===== config.mk =====
export PLATFORM = sky130hd
export DESIGN_NAME = csc_ctrl
export DESIGN_NICKNAME = d
export VERILOG_FILES = /design/src/shared/csc_pkg.sv /design/src/verilog/csc_ctrl.sv
export SDC_FILE = /design/constraint.sdc
export NUM_CORES = 1
export LEC_CHECK = 0
export ABC_AREA = 0
export BUFFER_PORTS_ARGS = -buffer_cell sky130_fd_sc_hd__buf_2
export CAP_MARGIN = 40
export CELL_PAD_IN_SITES_DETAIL_PLACEMENT = 2
export CELL_PAD_IN_SITES_GLOBAL_PLACEMENT = 2
export CORE_ASPECT_RATIO = 1.2
export CORE_UTILIZATION = 37
export DETAILED_ROUTE_END_ITERATION = 8
export HOLD_SLACK_MARGIN = 0.02
export PLACE_DENSITY = 0.92
export REMOVE_ABC_BUFFERS = 1
export SLEW_MARGIN = 20
export SYNTH_ARGS = -nofsm -noshare
export SYNTH_HDL_FRONTEND = slang
export SYNTH_SLANG_ARGS = --single-unit
export TNS_END_PERCENT = 1

===== constraint.sdc =====
create_clock -name clock -period 6.4 [get_ports clock]
set_input_delay 0 -clock clock [delete_from_list [all_inputs] [get_ports clock]]
set_output_delay 0 -clock clock [all_outputs]
set_load 0.01 [all_outputs]

===== src/shared/csc_pkg.sv =====
// package: constants, carrier structs and state record of the config and sleep control block
// Functional notes
// low request pin enters sleep, high leaves
// sleep stops logic, loses contents, tristates I/Os
// test port and programming dead while asleep
// controller must not sleep during programming; the code's sleep entry does not check the current instruction
// sleep request pin glitch filtered, defaults awake
// dedicated bit enables the internal oscillator
// serial test port shifts, drives, captures nodes
// offline programming drives pins from scan cells; the code drives pins from the scan cells under EXTEST only
// background programming keeps user design running
// power-up loads configuration from non-volatile memory
// refresh command reloads configuration from non-volatile
// configuration directly loadable over test port
// pins high, low, floating or held meanwhile
// security bits block readback of both memories
// only an erase clears the security bits; reset clears them too
// wake-up reloads configuration, restarts user logic
package csc_pkg;

  // ----------------------------------------------------------------
  // sizes and timing
  // ----------------------------------------------------------------
  localparam int CSC_NIO = 4;
  localparam int CSC_WORDS = 8;
  localparam int CSC_CLK_NS = 5;
  localparam int CSC_SLEEP_FILT_NS = 200;
  localparam int CSC_SLEEP_FILT_CYC = (CSC_SLEEP_FILT_NS + CSC_CLK_NS - 1) / CSC_CLK_NS;
  localparam logic [5:0] CSC_FILT_LAST = 6'(CSC_SLEEP_FILT_CYC - 1);
  localparam logic [2:0] CSC_LD_LAST = 3'(CSC_WORDS - 1);

  // ----------------------------------------------------------------
  // register map
  // ----------------------------------------------------------------
  localparam logic [7:0] CSC_OFS_CTRL = 8'h00;
  localparam logic [7:0] CSC_OFS_IO_MODE = 8'h04;
  localparam logic [7:0] CSC_OFS_STATUS = 8'h08;
  localparam int CSC_CTRL_OSC_EN_BIT = 0;
  localparam int CSC_ST_RUN_BIT = 0;
  localparam int CSC_ST_SLEEP_BIT = 1;
  localparam int CSC_ST_LOAD_BIT = 2;
  localparam int CSC_ST_OFFLINE_BIT = 3;
  localparam int CSC_ST_SEC_BIT = 4;
  localparam int CSC_ST_BG_BIT = 5;
  localparam int CSC_ST_IR_POS = 8;
  localparam logic CSC_OSC_EN_RST = 1'b1;
  localparam logic [7:0] CSC_IO_MODE_RST = 8'hff;
  localparam logic [1:0] CSC_RESP_OKAY = 2'b00;
  localparam logic [1:0] CSC_RESP_SLVERR = 2'b10;

  // per-pin behaviour while the device is offline
  localparam logic [1:0] CSC_IOM_HIGH = 2'b00;
  localparam logic [1:0] CSC_IOM_LOW = 2'b01;
  localparam logic [1:0] CSC_IOM_FLOAT = 2'b10;
  localparam logic [1:0] CSC_IOM_HOLD = 2'b11;

  // ----------------------------------------------------------------
  // test port instructions
  // ----------------------------------------------------------------
  localparam logic [3:0] CSC_I_EXTEST = 4'h0;
  localparam logic [3:0] CSC_I_SAMPLE = 4'h1;
  localparam logic [3:0] CSC_I_PROG_NVM = 4'h2;
  localparam logic [3:0] CSC_I_PROG_BG = 4'h3;
  localparam logic [3:0] CSC_I_LOAD_CFG = 4'h4;
  localparam logic [3:0] CSC_I_REFRESH = 4'h5;
  localparam logic [3:0] CSC_I_READ_NVM = 4'h6;
  localparam logic [3:0] CSC_I_READ_CFG = 4'h7;
  localparam logic [3:0] CSC_I_SET_SEC = 4'h8;
  localparam logic [3:0] CSC_I_ERASE = 4'h9;
  localparam logic [3:0] CSC_I_BYPASS = 4'hf;
  localparam logic [3:0] CSC_IR_CAPTURE = 4'h1;
  localparam logic [63:0] CSC_NVM_RST = 64'h0;
  localparam logic [63:0] CSC_NVM_ERASED = 64'hffff_ffff_ffff_ffff;

  // ----------------------------------------------------------------
  // types
  // ----------------------------------------------------------------
  typedef enum logic [2:0] {
    CSC_LOAD = 3'b001,
    CSC_RUN = 3'b010,
    CSC_SLEEP = 3'b100
  } csc_mode_t;

  typedef enum logic [15:0] {
    TAP_TLR = 16'h0001, TAP_RTI = 16'h0002, TAP_SEL_DR = 16'h0004, TAP_CAP_DR = 16'h0008,
    TAP_SH_DR = 16'h0010, TAP_EX1_DR = 16'h0020, TAP_PA_DR = 16'h0040, TAP_EX2_DR = 16'h0080,
    TAP_UPD_DR = 16'h0100, TAP_SEL_IR = 16'h0200, TAP_CAP_IR = 16'h0400, TAP_SH_IR = 16'h0800,
    TAP_EX1_IR = 16'h1000, TAP_PA_IR = 16'h2000, TAP_EX2_IR = 16'h4000, TAP_UPD_IR = 16'h8000
  } csc_tap_t;

  typedef struct packed {
    logic awvalid;
    logic [7:0] awaddr;
    logic wvalid;
    logic [31:0] wdata;
    logic [3:0] wstrb;
    logic bready;
    logic arvalid;
    logic [7:0] araddr;
    logic rready;
  } csc_axi_req_t;

  typedef struct packed {
    logic awready;
    logic wready;
    logic bvalid;
    logic [1:0] bresp;
    logic arready;
    logic rvalid;
    logic [31:0] rdata;
    logic [1:0] rresp;
  } csc_axi_rsp_t;

  typedef struct packed {
    logic tck;
    logic tms;
    logic tdi;
  } csc_tap_pins_t;

  typedef struct packed {
    csc_mode_t mode;
    logic [2:0] ld_idx;
    logic [5:0] filt_cnt;
    csc_tap_t tap;
    logic [3:0] ir;
    logic [3:0] ir_sh;
    logic [10:0] dr_sh;
    logic [3:0] bsr;
    logic [2:0] addr;
    logic [7:0][7:0] nvm;
    logic [7:0][7:0] sram;
    logic sec;
    logic tck_q;
    logic tdo;
    logic tdo_oe_n;
    logic [3:0] io_out;
    logic [3:0] io_oe_n;
    logic user_run;
    logic osc_en;
    logic [7:0] io_mode;
    logic aw_have;
    logic [7:0] awaddr;
    logic w_have;
    logic [7:0] wdata;
    logic wbyte;
    csc_axi_rsp_t rsp;
  } csc_state_t;

endpackage


===== src/verilog/csc_ctrl.sv =====
// config and sleep control: sleep entry, oscillator enable, test port configuration engine
`timescale 1ns/1ps

module csc_ctrl
  import csc_pkg::*;
(
  input wire logic clock,
  input wire logic srst,
  input wire csc_axi_req_t axi_req,
  output csc_axi_rsp_t axi_rsp,
  input wire logic low_power_request_n,
  input wire csc_tap_pins_t tap_pins,
  output logic tdo,
  output logic tdo_oe_n,
  input wire logic [3:0] user_dout,
  input wire logic [3:0] user_doe,
  input wire logic [3:0] io_in,
  output logic [3:0] io_out,
  output logic [3:0] io_oe_n,
  output logic user_run,
  output logic osc_en,
  output logic asleep,
  output logic [63:0] cfg_image
);

  // ----------------------------------------------------------------
  // state record
  // ----------------------------------------------------------------
  csc_state_t state_r;
  csc_state_t state_nxt;

  function automatic csc_tap_t tap_next(input csc_tap_t s, input logic tms);
    case (s)
      TAP_TLR: tap_next = tms ? TAP_TLR : TAP_RTI;
      TAP_RTI: tap_next = tms ? TAP_SEL_DR : TAP_RTI;
      TAP_SEL_DR: tap_next = tms ? TAP_SEL_IR : TAP_CAP_DR;
      TAP_CAP_DR: tap_next = tms ? TAP_EX1_DR : TAP_SH_DR;
      TAP_SH_DR: tap_next = tms ? TAP_EX1_DR : TAP_SH_DR;
      TAP_EX1_DR: tap_next = tms ? TAP_UPD_DR : TAP_PA_DR;
      TAP_PA_DR: tap_next = tms ? TAP_EX2_DR : TAP_PA_DR;
      TAP_EX2_DR: tap_next = tms ? TAP_UPD_DR : TAP_SH_DR;
      TAP_UPD_DR: tap_next = tms ? TAP_SEL_DR : TAP_RTI;
      TAP_SEL_IR: tap_next = tms ? TAP_TLR : TAP_CAP_IR;
      TAP_CAP_IR: tap_next = tms ? TAP_EX1_IR : TAP_SH_IR;
      TAP_SH_IR: tap_next = tms ? TAP_EX1_IR : TAP_SH_IR;
      TAP_EX1_IR: tap_next = tms ? TAP_UPD_IR : TAP_PA_IR;
      TAP_PA_IR: tap_next = tms ? TAP_EX2_IR : TAP_PA_IR;
      TAP_EX2_IR: tap_next = tms ? TAP_UPD_IR : TAP_SH_IR;
      TAP_UPD_IR: tap_next = tms ? TAP_SEL_DR : TAP_RTI;
      default: tap_next = TAP_TLR;
    endcase
  endfunction

  // top bit of the selected data chain; tdi enters there
  function automatic logic [3:0] dr_msb(input logic [3:0] ir);
    case (ir)
      CSC_I_EXTEST, CSC_I_SAMPLE: dr_msb = 4'h3;
      CSC_I_PROG_NVM, CSC_I_PROG_BG, CSC_I_LOAD_CFG, CSC_I_READ_NVM, CSC_I_READ_CFG: dr_msb = 4'ha;
      default: dr_msb = 4'h0;
    endcase
  endfunction

  function automatic logic is_offline_ir(input logic [3:0] ir);
    is_offline_ir = (ir == CSC_I_EXTEST) || (ir == CSC_I_PROG_NVM) || (ir == CSC_I_LOAD_CFG) ||
                    (ir == CSC_I_ERASE);
  endfunction

  function automatic logic [31:0] reg_read(input csc_state_t s, input logic [7:0] a);
    reg_read = 32'h0;
    case (a)
      CSC_OFS_CTRL: reg_read[CSC_CTRL_OSC_EN_BIT] = s.osc_en;
      CSC_OFS_IO_MODE: reg_read[7:0] = s.io_mode;
      CSC_OFS_STATUS:
      begin
        reg_read[CSC_ST_RUN_BIT] = s.user_run;
        reg_read[CSC_ST_SLEEP_BIT] = (s.mode == CSC_SLEEP);
        reg_read[CSC_ST_LOAD_BIT] = (s.mode == CSC_LOAD);
        reg_read[CSC_ST_OFFLINE_BIT] = (s.mode == CSC_LOAD) || is_offline_ir(s.ir);
        reg_read[CSC_ST_SEC_BIT] = s.sec;
        reg_read[CSC_ST_BG_BIT] = (s.ir == CSC_I_PROG_BG);
        reg_read[CSC_ST_IR_POS +: 4] = s.ir;
      end
      default: reg_read = 32'h0;
    endcase
  endfunction

  function automatic logic reg_mapped(input logic [7:0] a);
    reg_mapped = (a == CSC_OFS_CTRL) || (a == CSC_OFS_IO_MODE) || (a == CSC_OFS_STATUS);
  endfunction

  // ----------------------------------------------------------------
  // next state
  // ----------------------------------------------------------------
  always_comb
  begin
    logic tck_rise;
    logic tck_fall;
    logic offline;
    tck_rise = 1'b0;
    tck_fall = 1'b0;
    offline = 1'b0;
    state_nxt = state_r;
    state_nxt.tck_q = tap_pins.tck;

    // -- sleep request filter: short lows never reach the mode machine
    if (low_power_request_n)
    begin
      state_nxt.filt_cnt = 6'h00;
    end
    else if (state_r.filt_cnt != CSC_FILT_LAST)
    begin
      state_nxt.filt_cnt = state_r.filt_cnt + 6'h01;
    end

    // -- mode machine
    case (state_r.mode)
      CSC_LOAD:
      begin
        state_nxt.sram[state_r.ld_idx] = state_r.nvm[state_r.ld_idx];
        state_nxt.ld_idx = state_r.ld_idx + 3'h1;
        if (state_r.ld_idx == CSC_LD_LAST)
        begin
          state_nxt.mode = CSC_RUN;
        end
      end
      CSC_RUN: state_nxt.mode = CSC_RUN;
      CSC_SLEEP:
      begin
        if (low_power_request_n)
        begin
          state_nxt.mode = CSC_LOAD;
          state_nxt.ld_idx = 3'h0;
        end
      end
      default: state_nxt.mode = CSC_LOAD;
    endcase

    // -- test port, live only outside sleep
    if (state_r.mode != CSC_SLEEP)
    begin
      tck_rise = tap_pins.tck && !state_r.tck_q;
      tck_fall = !tap_pins.tck && state_r.tck_q;
    end
    if (tck_fall)
    begin
      // tdo moves on the falling edge so the controller samples it stable on the next rise
      state_nxt.tdo = (state_r.tap == TAP_SH_IR) ? state_r.ir_sh[0] : state_r.dr_sh[0];
      state_nxt.tdo_oe_n = !((state_r.tap == TAP_SH_IR) || (state_r.tap == TAP_SH_DR));
    end
    if (tck_rise)
    begin
      state_nxt.tap = tap_next(state_r.tap, tap_pins.tms);
      case (state_r.tap)
        TAP_TLR: state_nxt.ir = CSC_I_BYPASS;
        TAP_CAP_IR: state_nxt.ir_sh = CSC_IR_CAPTURE;
        TAP_SH_IR: state_nxt.ir_sh = {tap_pins.tdi, state_r.ir_sh[3:1]};
        TAP_UPD_IR:
        begin
          state_nxt.ir = state_r.ir_sh;
          case (state_r.ir_sh)
            CSC_I_REFRESH:
            begin
              state_nxt.mode = CSC_LOAD;
              state_nxt.ld_idx = 3'h0;
            end
            CSC_I_SET_SEC: state_nxt.sec = 1'b1;
            CSC_I_ERASE:
            begin
              state_nxt.nvm = CSC_NVM_ERASED;
              state_nxt.sec = 1'b0;
            end
            default: state_nxt.sec = state_r.sec;
          endcase
        end
        TAP_CAP_DR:
        begin
          case (state_r.ir)
            CSC_I_EXTEST, CSC_I_SAMPLE: state_nxt.dr_sh = {7'h00, io_in};
            CSC_I_READ_NVM: state_nxt.dr_sh = {state_r.addr, state_r.sec ? 8'h00 : state_r.nvm[state_r.addr]};
            CSC_I_READ_CFG: state_nxt.dr_sh = {state_r.addr, state_r.sec ? 8'h00 : state_r.sram[state_r.addr]};
            default: state_nxt.dr_sh = {state_r.addr, 8'h00};
          endcase
        end
        TAP_SH_DR:
        begin
          state_nxt.dr_sh = {1'b0, state_r.dr_sh[10:1]};
          state_nxt.dr_sh[dr_msb(state_r.ir)] = tap_pins.tdi;
        end
        TAP_UPD_DR:
        begin
          case (state_r.ir)
            CSC_I_EXTEST, CSC_I_SAMPLE: state_nxt.bsr = state_r.dr_sh[3:0];
            CSC_I_PROG_NVM, CSC_I_PROG_BG:
            begin
              state_nxt.nvm[state_r.dr_sh[10:8]] = state_r.dr_sh[7:0];
              state_nxt.addr = state_r.dr_sh[10:8];
            end
            CSC_I_LOAD_CFG:
            begin
              state_nxt.sram[state_r.dr_sh[10:8]] = state_r.dr_sh[7:0];
              state_nxt.addr = state_r.dr_sh[10:8];
            end
            CSC_I_READ_NVM, CSC_I_READ_CFG: state_nxt.addr = state_r.dr_sh[10:8];
            default: state_nxt.addr = state_r.addr;
          endcase
        end
        default: state_nxt.ir = state_r.ir;
      endcase
    end

    // -- sleep entry overrides any mode change the test port made this cycle
    if (state_r.mode != CSC_SLEEP && !low_power_request_n && state_r.filt_cnt == CSC_FILT_LAST)
    begin
      state_nxt.mode = CSC_SLEEP;
    end
    if (state_r.mode == CSC_SLEEP)
    begin
      state_nxt.sram = '0;
      state_nxt.bsr = 4'h0;
      state_nxt.tap = TAP_TLR;
      state_nxt.ir = CSC_I_BYPASS;
      state_nxt.tdo = 1'b0;
      state_nxt.tdo_oe_n = 1'b1;
    end

    // -- pins and user logic
    offline = (state_r.mode == CSC_LOAD) || is_offline_ir(state_r.ir);
    state_nxt.user_run = (state_r.mode == CSC_RUN) && !offline;
    for (int i = 0; i < CSC_NIO; i++)
    begin
      if (state_r.mode == CSC_SLEEP)
      begin
        state_nxt.io_oe_n[i] = 1'b1;
      end
      else if (state_r.ir == CSC_I_EXTEST)
      begin
        state_nxt.io_out[i] = state_r.bsr[i];
        state_nxt.io_oe_n[i] = 1'b0;
      end
      else if (offline)
      begin
        case (state_r.io_mode[2*i +: 2])
          CSC_IOM_HIGH:
          begin
            state_nxt.io_out[i] = 1'b1;
            state_nxt.io_oe_n[i] = 1'b0;
          end
          CSC_IOM_LOW:
          begin
            state_nxt.io_out[i] = 1'b0;
            state_nxt.io_oe_n[i] = 1'b0;
          end
          CSC_IOM_FLOAT: state_nxt.io_oe_n[i] = 1'b1;
          default: state_nxt.io_out[i] = state_r.io_out[i];
        endcase
      end
      else
      begin
        state_nxt.io_out[i] = user_dout[i];
        state_nxt.io_oe_n[i] = !user_doe[i];
      end
    end

    // -- register bus: address and data accepted in either order
    state_nxt.rsp.awready = axi_req.awvalid && !state_r.rsp.awready && !state_r.aw_have && !state_r.rsp.bvalid;
    state_nxt.rsp.wready = axi_req.wvalid && !state_r.rsp.wready && !state_r.w_have && !state_r.rsp.bvalid;
    if (axi_req.awvalid && state_r.rsp.awready)
    begin
      state_nxt.aw_have = 1'b1;
      state_nxt.awaddr = axi_req.awaddr;
    end
    if (axi_req.wvalid && state_r.rsp.wready)
    begin
      state_nxt.w_have = 1'b1;
      state_nxt.wdata = axi_req.wdata[7:0];
      state_nxt.wbyte = axi_req.wstrb[0];
    end
    if (state_r.aw_have && state_r.w_have)
    begin
      state_nxt.aw_have = 1'b0;
      state_nxt.w_have = 1'b0;
      state_nxt.rsp.bvalid = 1'b1;
      state_nxt.rsp.bresp = reg_mapped(state_r.awaddr) ? CSC_RESP_OKAY : CSC_RESP_SLVERR;
      if (state_r.wbyte && state_r.awaddr == CSC_OFS_CTRL)
      begin
        state_nxt.osc_en = state_r.wdata[CSC_CTRL_OSC_EN_BIT];
      end
      if (state_r.wbyte && state_r.awaddr == CSC_OFS_IO_MODE)
      begin
        state_nxt.io_mode = state_r.wdata;
      end
    end
    else if (state_r.rsp.bvalid && axi_req.bready)
    begin
      state_nxt.rsp.bvalid = 1'b0;
    end
    state_nxt.rsp.arready = axi_req.arvalid && !state_r.rsp.arready && !state_r.rsp.rvalid;
    if (axi_req.arvalid && state_r.rsp.arready)
    begin
      state_nxt.rsp.rvalid = 1'b1;
      state_nxt.rsp.rdata = reg_read(state_r, axi_req.araddr);
      state_nxt.rsp.rresp = reg_mapped(axi_req.araddr) ? CSC_RESP_OKAY : CSC_RESP_SLVERR;
    end
    else if (state_r.rsp.rvalid && axi_req.rready)
    begin
      state_nxt.rsp.rvalid = 1'b0;
    end
  end

  // ----------------------------------------------------------------
  // state register
  // ----------------------------------------------------------------
  always_ff @(posedge clock)
  begin
    if (srst)
    begin
      // reset stands for power-up: start by loading the image
      state_r <= '0;
      state_r.mode <= CSC_LOAD;
      state_r.tap <= TAP_TLR;
      state_r.ir <= CSC_I_BYPASS;
      state_r.nvm <= CSC_NVM_RST;
      state_r.tdo_oe_n <= 1'b1;
      state_r.io_oe_n <= 4'hf;
      state_r.osc_en <= CSC_OSC_EN_RST;
      state_r.io_mode <= CSC_IO_MODE_RST;
    end
    else
    begin
      state_r <= state_nxt;
    end
  end

  // ----------------------------------------------------------------
  // outputs, each straight from the state record
  // ----------------------------------------------------------------
  assign axi_rsp = state_r.rsp;
  assign tdo = state_r.tdo;
  assign tdo_oe_n = state_r.tdo_oe_n;
  assign io_out = state_r.io_out;
  assign io_oe_n = state_r.io_oe_n;
  assign user_run = state_r.user_run;
  assign osc_en = state_r.osc_en;
  assign asleep = (state_r.mode == CSC_SLEEP);
  assign cfg_image = state_r.sram;

endmodule


; ---- Word-level counts from Yosys, hierarchy flattened
; Index checks and enable logic that the tools add are counted.
[totals]
reg_bits = 244
inputBits = 75
[op_classes]
add_sub_neg = 2
reduce_logical = 90
bitwise_logic = 1
eq_ne = 55
order_cmp = 7
muxes = 92
[op_table]
columns = op, n
row1 = $mux W64, 5
row2 = $bwmux W64, 3
row3 = $pmux W16 S12, 1
row4 = $pmux W64 S2, 1
row5 = $bmux W8 S3, 3
row6 = $mux W65, 1
row7 = $mux W8, 8
row8 = $demux W8 S3, 2
row9 = $pmux W11 S3, 1
row10 = $mux W16, 2
row11 = $mux W6, 5
row12 = $mux W1, 25
row13 = $logic_and A1 B1 Y1, 24
row14 = $pmux W4 S2, 3
row15 = $reduce_or A2 Y1, 12
row16 = $pmux W11 S2, 1
row17 = $mux W9, 2
row18 = $pmux W1 S2, 9
row19 = $reduce_and A2 Y1, 9
row20 = $eq A16 B1 Y1 const B, 1
row21 = $eq A16 B10 Y1 const B, 1
row22 = $eq A16 B11 Y1 const B, 1
row23 = $eq A16 B12 Y1 const B, 1
row24 = $eq A16 B13 Y1 const B, 1
row25 = other kinds (58), 125

; ---- Depth between registers and ports, before layout
; Gate-level depths: netlist (run 1).
[logic_depth]
ltp_word = 11
mapped_depth = 9

; ---- Least setup slack after synthesis (run 1)
; Ideal clock, no wire load.
[synth_timing]
path_type = reg2reg
from = reg state_r[247] in the netlist's numbering
to = reg state_r[186] in the netlist's numbering
arrival_ps = 2226
path_stages_with_launch = 8
setup_time_ps = 128
slack_ps = 4046
cell_sequence = dfxtp_1 buf_4 nor4_4 nand2_2 nor4_4 o21ai_4 mux2i_1 nor2_1
[synth_between]
elab_chain_len = 3
[synth_rtl]
columns = element, line_no
row1 = start: declaration, csc_ctrl.sv:29  ; csc_state_t state_r;
row2 = start signal: assignment, csc_ctrl.sv:330  ; state_r <= state_nxt;
row3 = $eq A16 B16 Y1 or $eq A16 B9 Y1 (tied branches), csc_ctrl.sv:153  ; case (state_r.tap)
row4 = $ne A2 B1 Y1 (no line) or $reduce_bool A2 Y1 (tied branches), n/a
row5 = $reduce_and A4 Y1 (no line), n/a
; Several ways; a longest one is shown, not always the timed one.
; A chain may end at the register's enable or synchronous reset.

; ---- Worst setup path in the final report (run 1)
[layout_timing]
from = reg state_r[263] in the netlist's numbering
to = reg state_r, in the netlist cfg_image[23]
[layout_between]
elab_chain_len = 6
[layout_rtl]
columns = element, line_no
row1 = $eq A3 B1 Y1, csc_ctrl.sv:116  ; case (state_r.mode)
row2 = $mux W64, csc_ctrl.sv:116
row3 = $bwmux W64, csc_ctrl.sv:200  ; state_nxt.sram[state_r.dr_sh[10:8]] = state_r.dr_sh[7:0];
row4 = $mux W64, csc_ctrl.sv:191  ; case (state_r.ir)
row5 = $mux W64, csc_ctrl.sv:153
row6 = $mux W65, csc_ctrl.sv:150  ; if (tck_rise)
; Several ways; a longest one is shown, not always the timed one.

==> flow_metrics.py, run 1 <==
metrics = {
    "timing": {
        "period_minus_slack_ns": 4.07,
        "report.final.setup_viol": 0,
        "timing.final.crit_share_pct": 63.6,
        "grt_setup_unrepaired": "no",
        "fmax_ghz": 0.246,
        "setup_slack_ns": 2.33,
        "report.final.slew_viol_count": 0,
        "worst_pin_slew_ns": 0.952,
        "worst_slew_margin_rel_pct": 36.1,
        "timing.clock.skew_ns": 0.0316,
        "finalHoldViolCount": 0,
        "setup_tns_ns": 0,
    },
    "floorplanning": {
        "placementRows": 74,
        "die_w_um": 173,
        "io_pins": 193,
        "core_um2": 34300,
        "initial_core_util_pct": 37.7,
        "die_height_um": 207,
        "die_area_um2": 35700,
    },
    "grt": {
        "grt_max_degree": 68,
        "global_route.peak_usage_layer": "met2",
        "globalRouteMet1Util_pct": 43.9,
        "global_route.usage.met3_pct": 13.2,
        "number_of_antenna_violations_at_the_first_check_in_global_routing": 8,
        "grt_remaining_overflow": 0,
        "global_route_wire_length_before_repair_um": 108000,
        "first_global_vias": 15300,
        "groute.usage.overall_pct": 40.8,
        "grt.met2_usage_pct": 65.6,
    },
    "routing": {
        "final_antenna_net_count": 0,
        "detail_route.vias_per_cell": 7.16,
        "vias": 14700,
        "drc": 0,
        "drt-total-wl_um": 79600,
        "routedWlPerCell_um": 38.7,
        "number_of_search_and_repair_iterations_in_the_first_detailed_routing_pass": 7,
        "initialDrtViolationCount": 2039,
    },
    "place": {
        "gp_congestion": 0.918,
        "place_area_um2": 13300,
        "place.port_buffers": 143,
        "dp_slack_ns": 3.19,
        "detailedPlacementHpwl_um": 37500,
        "dp_cells": 1942,
    },
    "logic_synthesis": {
        "synth_most_common_cell": "dfxtp_1",
        "predominant_post_synthesis_flop_cell": "dfxtp_1",
        "netlist_top_cells_area": "dfxtp_1 (37%), mux2i_1 (8.1%), buf_4 (6.7%)",
        "synth_top_cell_area_share_pct": 37.5,
        "synth.top_cells.by_count": "dfxtp_1 (242), nor2_1 (194), nand2_1 (146), buf_4 (115), mux2i_1 (104)",
        "count_of_flip_flops_with_a_built_in_enable_after_synthesis": 0,
        "synthesis.area_um2": 12900,
        "synth.yosys.seq_area_share_pct": 37.5,
        "synth_area_per_cell_um2": 8.57,
        "postSynthRegisterBits": 242,
        "yosys.area.top_type": "dfxtp_1",
        "yosys.cell_types.count": 74,
        "ys_async_sr_fraction_pct": 0,
        "ys_warnings": 0,
        "syn-instance-count": 1507,
    },
    "worst_setup_path": {
        "critical_path_buf_inv_count": 1,
        "critPathCaptureType": "flip-flop",
        "critical_path_class": "reg -> reg",
        "worst_setup_path_start_kind": "flip-flop",
        "timing.critical_path.max_delay_family": "simple AND/OR/NAND/NOR gates",
        "timing.critical_path.from": "state_r[263]$_SDFF_PP0_",
        "cp.required_ns": 6.73,
        "slowest_stage": "and3_1",
        "path_cells": "or3b_1 > inv_2 > nor2_1 > and3_1 > nand2_1 > nand2_1 > o22ai_1",
        "critical_path.reg2reg.startpoint": "state_r[263]$_SDFF_PP0_",
        "critical-path-top-cell-by-count": "nand2_1",
        "critPathMaxStageDelay_ns": 0.68,
        "cp_max_fanout": 11,
        "worst_ep_arrival_ns": 4.40,
    },
    "clocking": {
        "clock_slew_at_the_register_clock_pins_of_the_worst_setup_and_hold_paths_ns": 0.07,
        "clock_sink_count": 242,
        "ctsLongestPathBuffers": 3,
        "ctsHtreeMaxLevel": 1,
        "cts_tree": "done",
        "insertion_delay_ns": 0.59,
        "cts_inserted_buffers": 27,
        "ctsRootBufferMaster": "clkbuf_16",
        "post_cts_setup_buffers": 0,
    },
    "final_layout": {
        "final_net_count": 1661,
        "final_cell_count_no_fill": 2057,
        "share_of_cells_above_drive_strength_1_pct": 18.6,
        "final_design_area_no_fill_um2": 14800,
        "areaGrowthSynthToFinish_pct": 14.4,
    },
    "worst_hold_path": {
        "hold_path.startpoint": "io_in[1]",
        "hold_path_class": "in -> reg",
    },
    "pwr": {
        "p_per_area_nw_per_um2": 244,
        "static_power_due_to_leakage_nw": 5.91,
        "peakVddDrop_mv": 0.139,
    },
    "run_status": {
        "status": "completed",
    },
    "job": {
        "max-cap-violations": 0,
    },
}
per-layer routing:
layer | vias up | wire length [um]
met5 | - | 42
met4 | 6 | 8360
met3 | 686 | 9450
met2 | 1561 | 35300
met1 | 7066 | 26400
li1 | 5405 | -
sequential cells by signal, summed over array words and instances (netlist names):
| name | cells |
|---|---|
| axi_rsp | 19 |
| io_out | 4 |
| cfg_image | 64 |
| state_r | 147 |
| tdo | 1 |
| user_run | 1 |
| io_oe_n | 4 |
| tdo_oe_n | 1 |
| osc_en | 1 |
worst register-to-register path, delay by kind of cell, from the launching register on:
kind            cells  cell delay, ns
simple gates        5            2.74
compound gates      1            0.36
buf+inv             1            0.28
flops               1            0.44
repair_timing:
| item | CTS | global route |
|---|---|---|
| hold buffers | 62 | 0 |
| hold endpoints to repair | 69 | 0 |
| gates resized for setup | 0 | 0 |
worst paths after layout:
| path | endpoint | slack [ns] | cells past startpoint |
|---|---|---|---|
| setup / recovery | cfg_image[23]$_SDFF_PP0_ | 2.33 | 7 |
| hold / removal | state_r[218]$_SDFFE_PP0P_ | 0.07 | 4 |
| hold reg to reg | axi_rsp[9]$_SDFFE_PP0P_ | 0.49 | 2 |
| setup reg to reg | cfg_image[23]$_SDFF_PP0_ | 2.33 | 7 |
cell families after synthesis:
kind of cell             share of synthesized area [%]
adder cells (fa/ha/maj)                          0.291
other                                           0.0290
AO/OA/AOI/OAI                                     16.4
buffers and inverters                             10.6
multiplexers                                      14.7
AND/OR/NAND/NOR                                   19.8
XOR/XNOR                                         0.678
flip-flops                                        37.5
layout make-up:
| class | count | area, um2 |
|---|---|---|
| Fill cell | 3643 | 19500 |
| Multi-Input combinational cell | 1045 | 6830 |
| Sequential cell | 242 | 4850 |
| Timing Repair Buffer | 240 | 1630 |
| Clock buffer | 36 | 739 |
| Tap cell | 456 | 571 |
| Inverter | 27 | 101 |
| Clock inverter | 7 | 60.1 |
| Antenna cell | 4 | 10.0 |
stage by stage:
| stage | hold slack [ns] | utilization (%) | total power, mW |
|---|---|---|---|
| 2_1_floorplan | 0.0691 | - | 1.74 |
| 3_3_place_gp | 0.237 | 38.6 | 1.86 |
| 3_5_place_dp | 0.238 | 38.8 | 1.89 |
| 4_1_cts | 0.0313 | 43.0 | 3.46 |
| 5_1_grt | 0.0814 | 43.1 | 3.62 |
| 6_report | 0.0685 | 43.2 | 3.61 |
where the power goes:
part	internal (mW)	total (mW)	leakage (nW)	switching, mW
Combinational	0.123	0.386	3.55	0.262
Clock	0.843	1.63	0.399	0.789
Sequential	1.54	1.59	1.96	0.0523
layout by cell type, fill, tap and decap left out, drive strengths merged, types with 10 or more instances in the layout:
cell type	n
buf	177
o211ai	10
a21oi	98
a211o	14
nor3	46
a31oi	12
nor2	194
nand3	51
nand2	147
dlygate4sd3	62
a211oi	12
inv	26
or2	12
nand3b	10
a21o	10
nor4	19
clkbuf	36
conb	22
o21ai	67
nand2b	18
mux2i	104
dfxtp	242
o22ai	35
a22oi	16
mux4	34
Note: power is estimated with default switching activity, not from simulation.
==> run 2, diff against run 1 <==
- ABC_AREA: 0 -> 1
- CORE_UTILIZATION: 37 -> 28
- PLACE_DENSITY: 0.92 -> 0.83
- clock period: 6.4 -> 3.3 ns (I/O delays scaled with it)
==> run 2 against run 1 <==
  * Clock skew is 0.020 ns lower
  * Combinational power grew 42%
  * Critical path depth increased by 1
  * Hold slack got worse by 0.033 ns
  * Cell area increased by 8.7%
  * Routed wire length is 23% lower
  * Count of clock-buffer cells in the layout is 6 higher
  * Non-clock buffer count is 17 lower
  * Largest cell class unchanged
  * Sequential share of layout area down 2.6 points
  * Utilization shrank 11 points
==> flow_metrics.py, run 2 <==
metrics = {
    "run_status": {
        "status": "completed",
    },
    "pwr": {
        "sw_frac_of_total_pct": 25.9,
        "static_power_due_to_leakage_nw": 6.97,
        "p_per_area_nw_per_um2": 437,
        "sequentialPowerShare_pct": 42.7,
        "power.combinational.fraction_pct": 7.8,
        "p_switching_mw": 1.82,
        "peakVddDrop_mv": 0.344,
        "intPower_mw": 5.20,
        "power.share.clock_pct": 49.5,
        "total_power_consumption_mw": 7.02,
    },
    "grt": {
        "first_global_vias": 16900,
        "grt_max_degree": 79,
        "groute.usage.overall_pct": 24.0,
        "global_route_wire_length_before_repair_um": 95000,
        "number_of_antenna_violations_at_the_first_check_in_global_routing": 2,
        "grt_remaining_overflow": 0,
    },
    "worst_setup_path": {
        "worst_ep_arrival_ns": 3.11,
        "cp.required_ns": 3.74,
        "critical_path_class": "reg -> reg",
        "cp_max_fanout": 12,
        "critPathCaptureType": "flip-flop",
        "worst_setup_path_start_kind": "flip-flop",
    },
    "logic_synthesis": {
        "yosys.area.top_type": "dfxtp_1",
        "predominant_post_synthesis_flop_cell": "dfxtp_1",
        "synthesis.area_um2": 14000,
        "yosys.cell_types.count": 39,
        "netlist_top_cells_area": "dfxtp_1 (35%), nand2_1 (14%), nor2_1 (9.9%)",
        "synth_top_cell_area_share_pct": 34.6,
        "synth_most_common_cell": "nand2_1",
        "syn-instance-count": 2198,
        "postSynthRegisterBits": 242,
        "ys_warnings": 0,
        "synth_area_per_cell_um2": 6.37,
        "count_of_flip_flops_with_a_built_in_enable_after_synthesis": 0,
        "ys_async_sr_fraction_pct": 0,
        "synth.yosys.seq_area_share_pct": 34.6,
        "synth.top_cells.by_count": "nand2_1 (516), nor2_1 (369), dfxtp_1 (242), nand3_1 (214), o21ai_0 (168)",
    },
    "final_layout": {
        "final_net_count": 2338,
        "final_cell_mix": "nand2_1 (516), nor2_1 (367), dfxtp_1 (241), nand3_1 (214), o21ai_0 (168)",
        "final_common_cell": "nand2_1",
        "largest_register": "state_r",
        "seq_area_um2": 4850,
        "areaGrowthSynthToFinish_pct": 14.8,
        "largest_register_ffs": 147,
        "share_of_cells_above_drive_strength_1_pct": 12.5,
        "multi_input_comb_area_um2": 7280,
        "fill_cells": 5970,
    },
    "clocking": {
        "clock_slew_at_the_register_clock_pins_of_the_worst_setup_and_hold_paths_ns": 0.06,
        "ctsRootBufferMaster": "clkbuf_16",
        "cts_tree": "done",
        "ctsHtreeMaxLevel": 1,
        "insertion_delay_ns": 0.57,
        "cts_inserted_buffers": 30,
        "ctsResizeCount": 0,
        "ctsLongestPathBuffers": 3,
        "clock_sink_count": 242,
    },
    "floorplanning": {
        "io_pins": 193,
        "die_area_um2": 50900,
        "initial_core_util_pct": 28.4,
        "placementRows": 89,
        "core_um2": 49200,
        "die_w_um": 206,
        "die_height_um": 247,
    },
    "place": {
        "detailedPlacementHpwl_um": 42600,
        "gp_congestion": 0.933,
        "place.port_buffers": 143,
        "dp_slack_ns": 0.689,
    },
    "timing": {
        "report.final.setup_viol": 0,
        "timing.clock.skew_ns": 0.0112,
        "timing.final.crit_share_pct": 80.8,
        "hold_slack_ns": 0.0359,
        "finalHoldViolCount": 0,
        "worst_pin_slew_ns": 0.861,
        "period_minus_slack_ns": 2.67,
        "fmax_ghz": 0.375,
        "grt_setup_unrepaired": "no",
        "worst_slew_margin_rel_pct": 42.3,
        "report.final.slew_viol_count": 0,
        "setup_slack_ns": 0.632,
    },
    "routing": {
        "routedWlPerCell_um": 21.0,
        "number_of_search_and_repair_iterations_in_the_first_detailed_routing_pass": 5,
        "initialDrtViolationCount": 753,
        "vias": 15300,
        "drt-total-wl_um": 61300,
        "detail_route.vias_per_cell": 5.24,
        "drc": 0,
        "final_antenna_net_count": 0,
    },
    "job": {
        "max-cap-violations": 0,
    },
    "worst_hold_path": {
        "hold_path_class": "in -> reg",
    },
}
[run 2: area by class of cell]
class	instances	share of cell area, %
well taps	637	4.96
inverters	168	3.93
clock buffers	42	5.21
flip-flops and latches	242	30.2
clock inverters	12	1.01
diodes	1	0.0156
multi-input cells	1595	45.3
repair buffers	223	9.39
[run 2: worst paths after layout]
check | start | to | slack (ns) | depth (start not counted)
worst max register to register | state_r[244]$_SDFFE_PP0P_ | state_r[219]$_SDFFE_PP0P_ | 0.63 | 8
worst min register to register | axi_rsp[34]$_SDFFE_PP0P_ | axi_rsp[35]$_SDFF_PP0_ | 0.46 | 1
worst min-delay path | axi_req[1] | axi_rsp[1]$_SDFFE_PP0P_ | 0.04 | 6
worst max-delay path | state_r[244]$_SDFFE_PP0P_ | state_r[219]$_SDFFE_PP0P_ | 0.63 | 8
[run 2: cell families (layout without fill, tap and decap cells)]
family / Yosys count / in the layout / synth area share (%)
AO/OA/AOI/OAI: 374 / 374 / 14.0
XOR/XNOR: 3 / 3 / 0.188
adder cells (fa/ha/maj): 3 / 3 / 0.268
buffers and inverters: 382 / 445 / 14.1
flip-flops: 242 / 242 / 34.6
multiplexers: 3 / 3 / 0.215
other: 1 / 23 / 0.0268
AND/OR/NAND/NOR: 1190 / 1190 / 36.6
[run 2: layer usage]
metal | track usage (%) | part of all wire [%]
met2 | 43.4 | 50
met5 | 0 | 0
met3 | 3.12 | 4.4
met4 | 10.4 | 4.2
met1 | 27.9 | 41
[run 2: through the flow]
stage | util, % | std cells | cell area [um2] | setup TNS [ns]
2_1_floorplan | - | 2005 | 12700 | -148.73
3_3_place_gp | 29.6 | 2818 | 14600 | 0
3_5_place_dp | 29.6 | 2818 | 14600 | 0
4_1_cts | 32.6 | 2919 | 16100 | 0
5_1_grt | 32.6 | 2920 | 16100 | 0
6_report | 32.6 | 2920 | 16100 | 0
[run 2: repair_timing]
item,4_1_cts,5_1_grt
setup buffers,0,0
hold buffers,47,0
endpoints found under the hold margin,82,0
[run 2: power groups by stage]
stage | clock (mW) | sequential (mW) | combinational, mW
after floorplan | 0 | 3.06 | 0.267
after CTS | 3.53 | 2.99 | 0.536
after detailed placement | 0 | 3.06 | 0.488
after global routing | 3.64 | 3.00 | 0.596
final | 3.47 | 3.00 | 0.547
after global placement | 0 | 3.06 | 0.463
[run 2: critical path, cell delays in order, from the launching register on]
cell	delay, ns
dfxtp_1	0.33
nor2_2	0.18
nand2_2	0.16
nor2_4	0.26
nand3_1	0.42
inv_1	0.59
nand2_1	0.10
a21oi_1	0.36
a21oi_1	0.12
==> run 3, diff against run 2 <==
- ABC_AREA: 1 -> 0
- CORE_UTILIZATION: 28 -> 35
- PLACE_DENSITY: 0.83 -> 0.88
- clock period: 3.3 -> 2.5 ns (I/O delays scaled with it)
==> run 3 against run 2 <==
  * The flow now finishes with violations (hold timing, setup timing)
  * Sequential share of layout area rose by 1.3 points
  * Register-to-register slack got worse by 1.4 ns
  * Die area fell by 26%
  * Critical path depth fell by 1
  * Utilization rose by 10 points
  * Global-route usage rose by 13 points
  * Worst setup slack got worse by 1.4 ns
  * Largest power group unchanged
==> flow_metrics.py, run 3 (same netlist as run 1, synthesis figures left out) <==
metrics = {
    "place": {
        "place.port_buffers": 143,
        "detailedPlacementHpwl_um": 38000,
        "gp_congestion": 0.875,
        "dp_slack_ns": -0.0985,
    },
    "pwr": {
        "p_per_area_nw_per_um2": 606,
        "static_power_due_to_leakage_nw": 6.20,
        "peakVddDrop_mv": 0.506,
        "total_power_consumption_mw": 9.37,
    },
    "timing": {
        "setup_slack_ns": -0.747,
        "worst_pin_slew_ns": 1.10,
        "timing.final.crit_share_pct": 130,
        "report.final.slew_viol_count": 0,
        "finalHoldViolCount": 1,
        "setup_tns_ns": -20.93,
        "report.final.setup_viol": 104,
        "timing.clock.skew_ns": 0.0246,
        "fmax_ghz": 0.308,
        "period_minus_slack_ns": 3.25,
        "hold_slack_ns": -0.0320,
        "grt_setup_unrepaired": "yes",
        "worst_slew_margin_rel_pct": 26.2,
    },
    "routing": {
        "drt-total-wl_um": 77600,
        "vias": 14400,
        "initialDrtViolationCount": 2000,
        "detail_route.vias_per_cell": 6.80,
        "routedWlPerCell_um": 36.6,
        "number_of_search_and_repair_iterations_in_the_first_detailed_routing_pass": 5,
        "drc": 0,
        "final_antenna_net_count": 0,
    },
    "floorplanning": {
        "initial_core_util_pct": 35.8,
        "io_pins": 193,
        "die_height_um": 212,
        "placementRows": 76,
        "die_area_um2": 37700,
        "die_w_um": 177,
        "core_um2": 36100,
    },
    "final_layout": {
        "final_cell_mix": "dfxtp_1 (230), nor2_1 (187), buf_2 (143), nand2_1 (136), mux2i_1 (101)",
        "final_net_count": 1712,
        "share_of_cells_above_drive_strength_1_pct": 24.6,
        "largest_register_ffs": 147,
        "final_common_cell": "dfxtp_1",
        "areaGrowthSynthToFinish_pct": 19.7,
        "largest_register": "state_r",
        "fill_cells": 3838,
        "fin_util_pct": 42.8,
    },
    "worst_setup_path": {
        "critPathCaptureType": "flip-flop",
        "worst_ep_arrival_ns": 3.68,
        "worst_setup_path_start_kind": "flip-flop",
        "critical_path_class": "reg -> reg",
        "cp.required_ns": 2.93,
        "cp_max_fanout": 11,
    },
    "grt": {
        "grt_max_degree": 70,
        "grt_remaining_overflow": 0,
        "groute.usage.overall_pct": 36.9,
        "first_global_vias": 15200,
        "global_route_wire_length_before_repair_um": 104000,
        "number_of_antenna_violations_at_the_first_check_in_global_routing": 7,
    },
    "clocking": {
        "ctsRootBufferMaster": "clkbuf_16",
        "cts_inserted_buffers": 26,
        "clock_sink_count": 242,
        "cts_tree": "done",
        "clock_slew_at_the_register_clock_pins_of_the_worst_setup_and_hold_paths_ns": 0.08,
        "insertion_delay_ns": 0.58,
        "ctsLongestPathBuffers": 3,
        "ctsHtreeMaxLevel": 1,
    },
    "run_status": {
        "violated_checks": "hold timing, setup timing",
        "status": "finished with violations",
    },
    "worst_hold_path": {
        "hold_path_class": "in -> reg",
    },
    "job": {
        "max-cap-violations": 0,
    },
}
run 3: cell count changes in the layout (fill, tap and decap cells not counted), moves of 34 or more:
cell and delta:
buf_4 +58, nor2_1 -180, a21oi_1 -65, o21ai_0 -114
nand3_1 -164, inv_1 -129, nand2_1 -380, mux4_2 +34
mux2i_1 +98
run 3: cell type report:
cell class / instances / area (um2) / area share, %
multi-input combinational: 1045 / 6990 / 45.2
sequential: 242 / 4860 / 31.4
timing repair buffer: 292 / 2050 / 13.2
clock buffer: 35 / 756 / 4.89
tap: 468 / 586 / 3.79
clock inverter: 11 / 115 / 0.745
inverter: 27 / 101 / 0.655
antenna: 1 / 2.50 / 0.0162
run 3: layer usage:
layer	up-vias	track usage (%)	share of wire, %
met2	1310	61.3	46
met3	488	9.16	11
met5	-	0	0.064
met1	7114	41.3	35
li1	5497	-	-
met4	8	25.8	8.3
run 3: metrics by stage:
step | std cells | instance area [um2]
after detailed placement | 2015 | 13800
after floorplan | 1314 | 11700
after CTS | 2116 | 15300
after global routing | 2121 | 15500
final | 2121 | 15500
after global placement | 2013 | 13800
run 3: timing repair:
| action | 4_1_cts | 5_1_grt |
|---|---|---|
| gates resized for setup | 12 | 46 |
| endpoints found under the setup margin | 51 | 123 |
| endpoints found under the hold margin | 63 | 0 |
| pin swaps | 0 | 4 |
| hold buffers | 55 | 0 |
| buffers inserted | 0 | 3 |
| gates cloned | 0 | 1 |
run 3: where the power goes:
part           total, mW  switching (mW)  internal (mW)
sequential          4.06           0.133           3.93
clock               4.31            1.98           2.33
combinational      0.992           0.653          0.340
total               9.37            2.76           6.60
run 3: worst max-delay path: stages (launching register included):
cell	delay [ns]
dfxtp_1	0.65
nand2_1	0.36
nor2_1	0.25
buf_4	0.25
a22oi_1	0.15
nor3_1	0.75
a311oi_1	0.18
a211oi_1	0.49
run 3: final timing paths:
kind | startpoint | to | slack (ns) | depth (start not counted)
hold / removal | axi_req[1] | axi_rsp[2]$_SDFFE_PP0P_ | -0.03 | 6
setup reg to reg | state_r[232]$_SDFFE_PP1P_ | state_r[217]$_SDFFE_PP0P_ | -0.75 | 7
setup / recovery | state_r[232]$_SDFFE_PP1P_ | state_r[217]$_SDFFE_PP0P_ | -0.75 | 7
hold reg to reg | axi_rsp[9]$_SDFFE_PP0P_ | axi_rsp[9]$_SDFFE_PP0P_ | 0.48 | 2
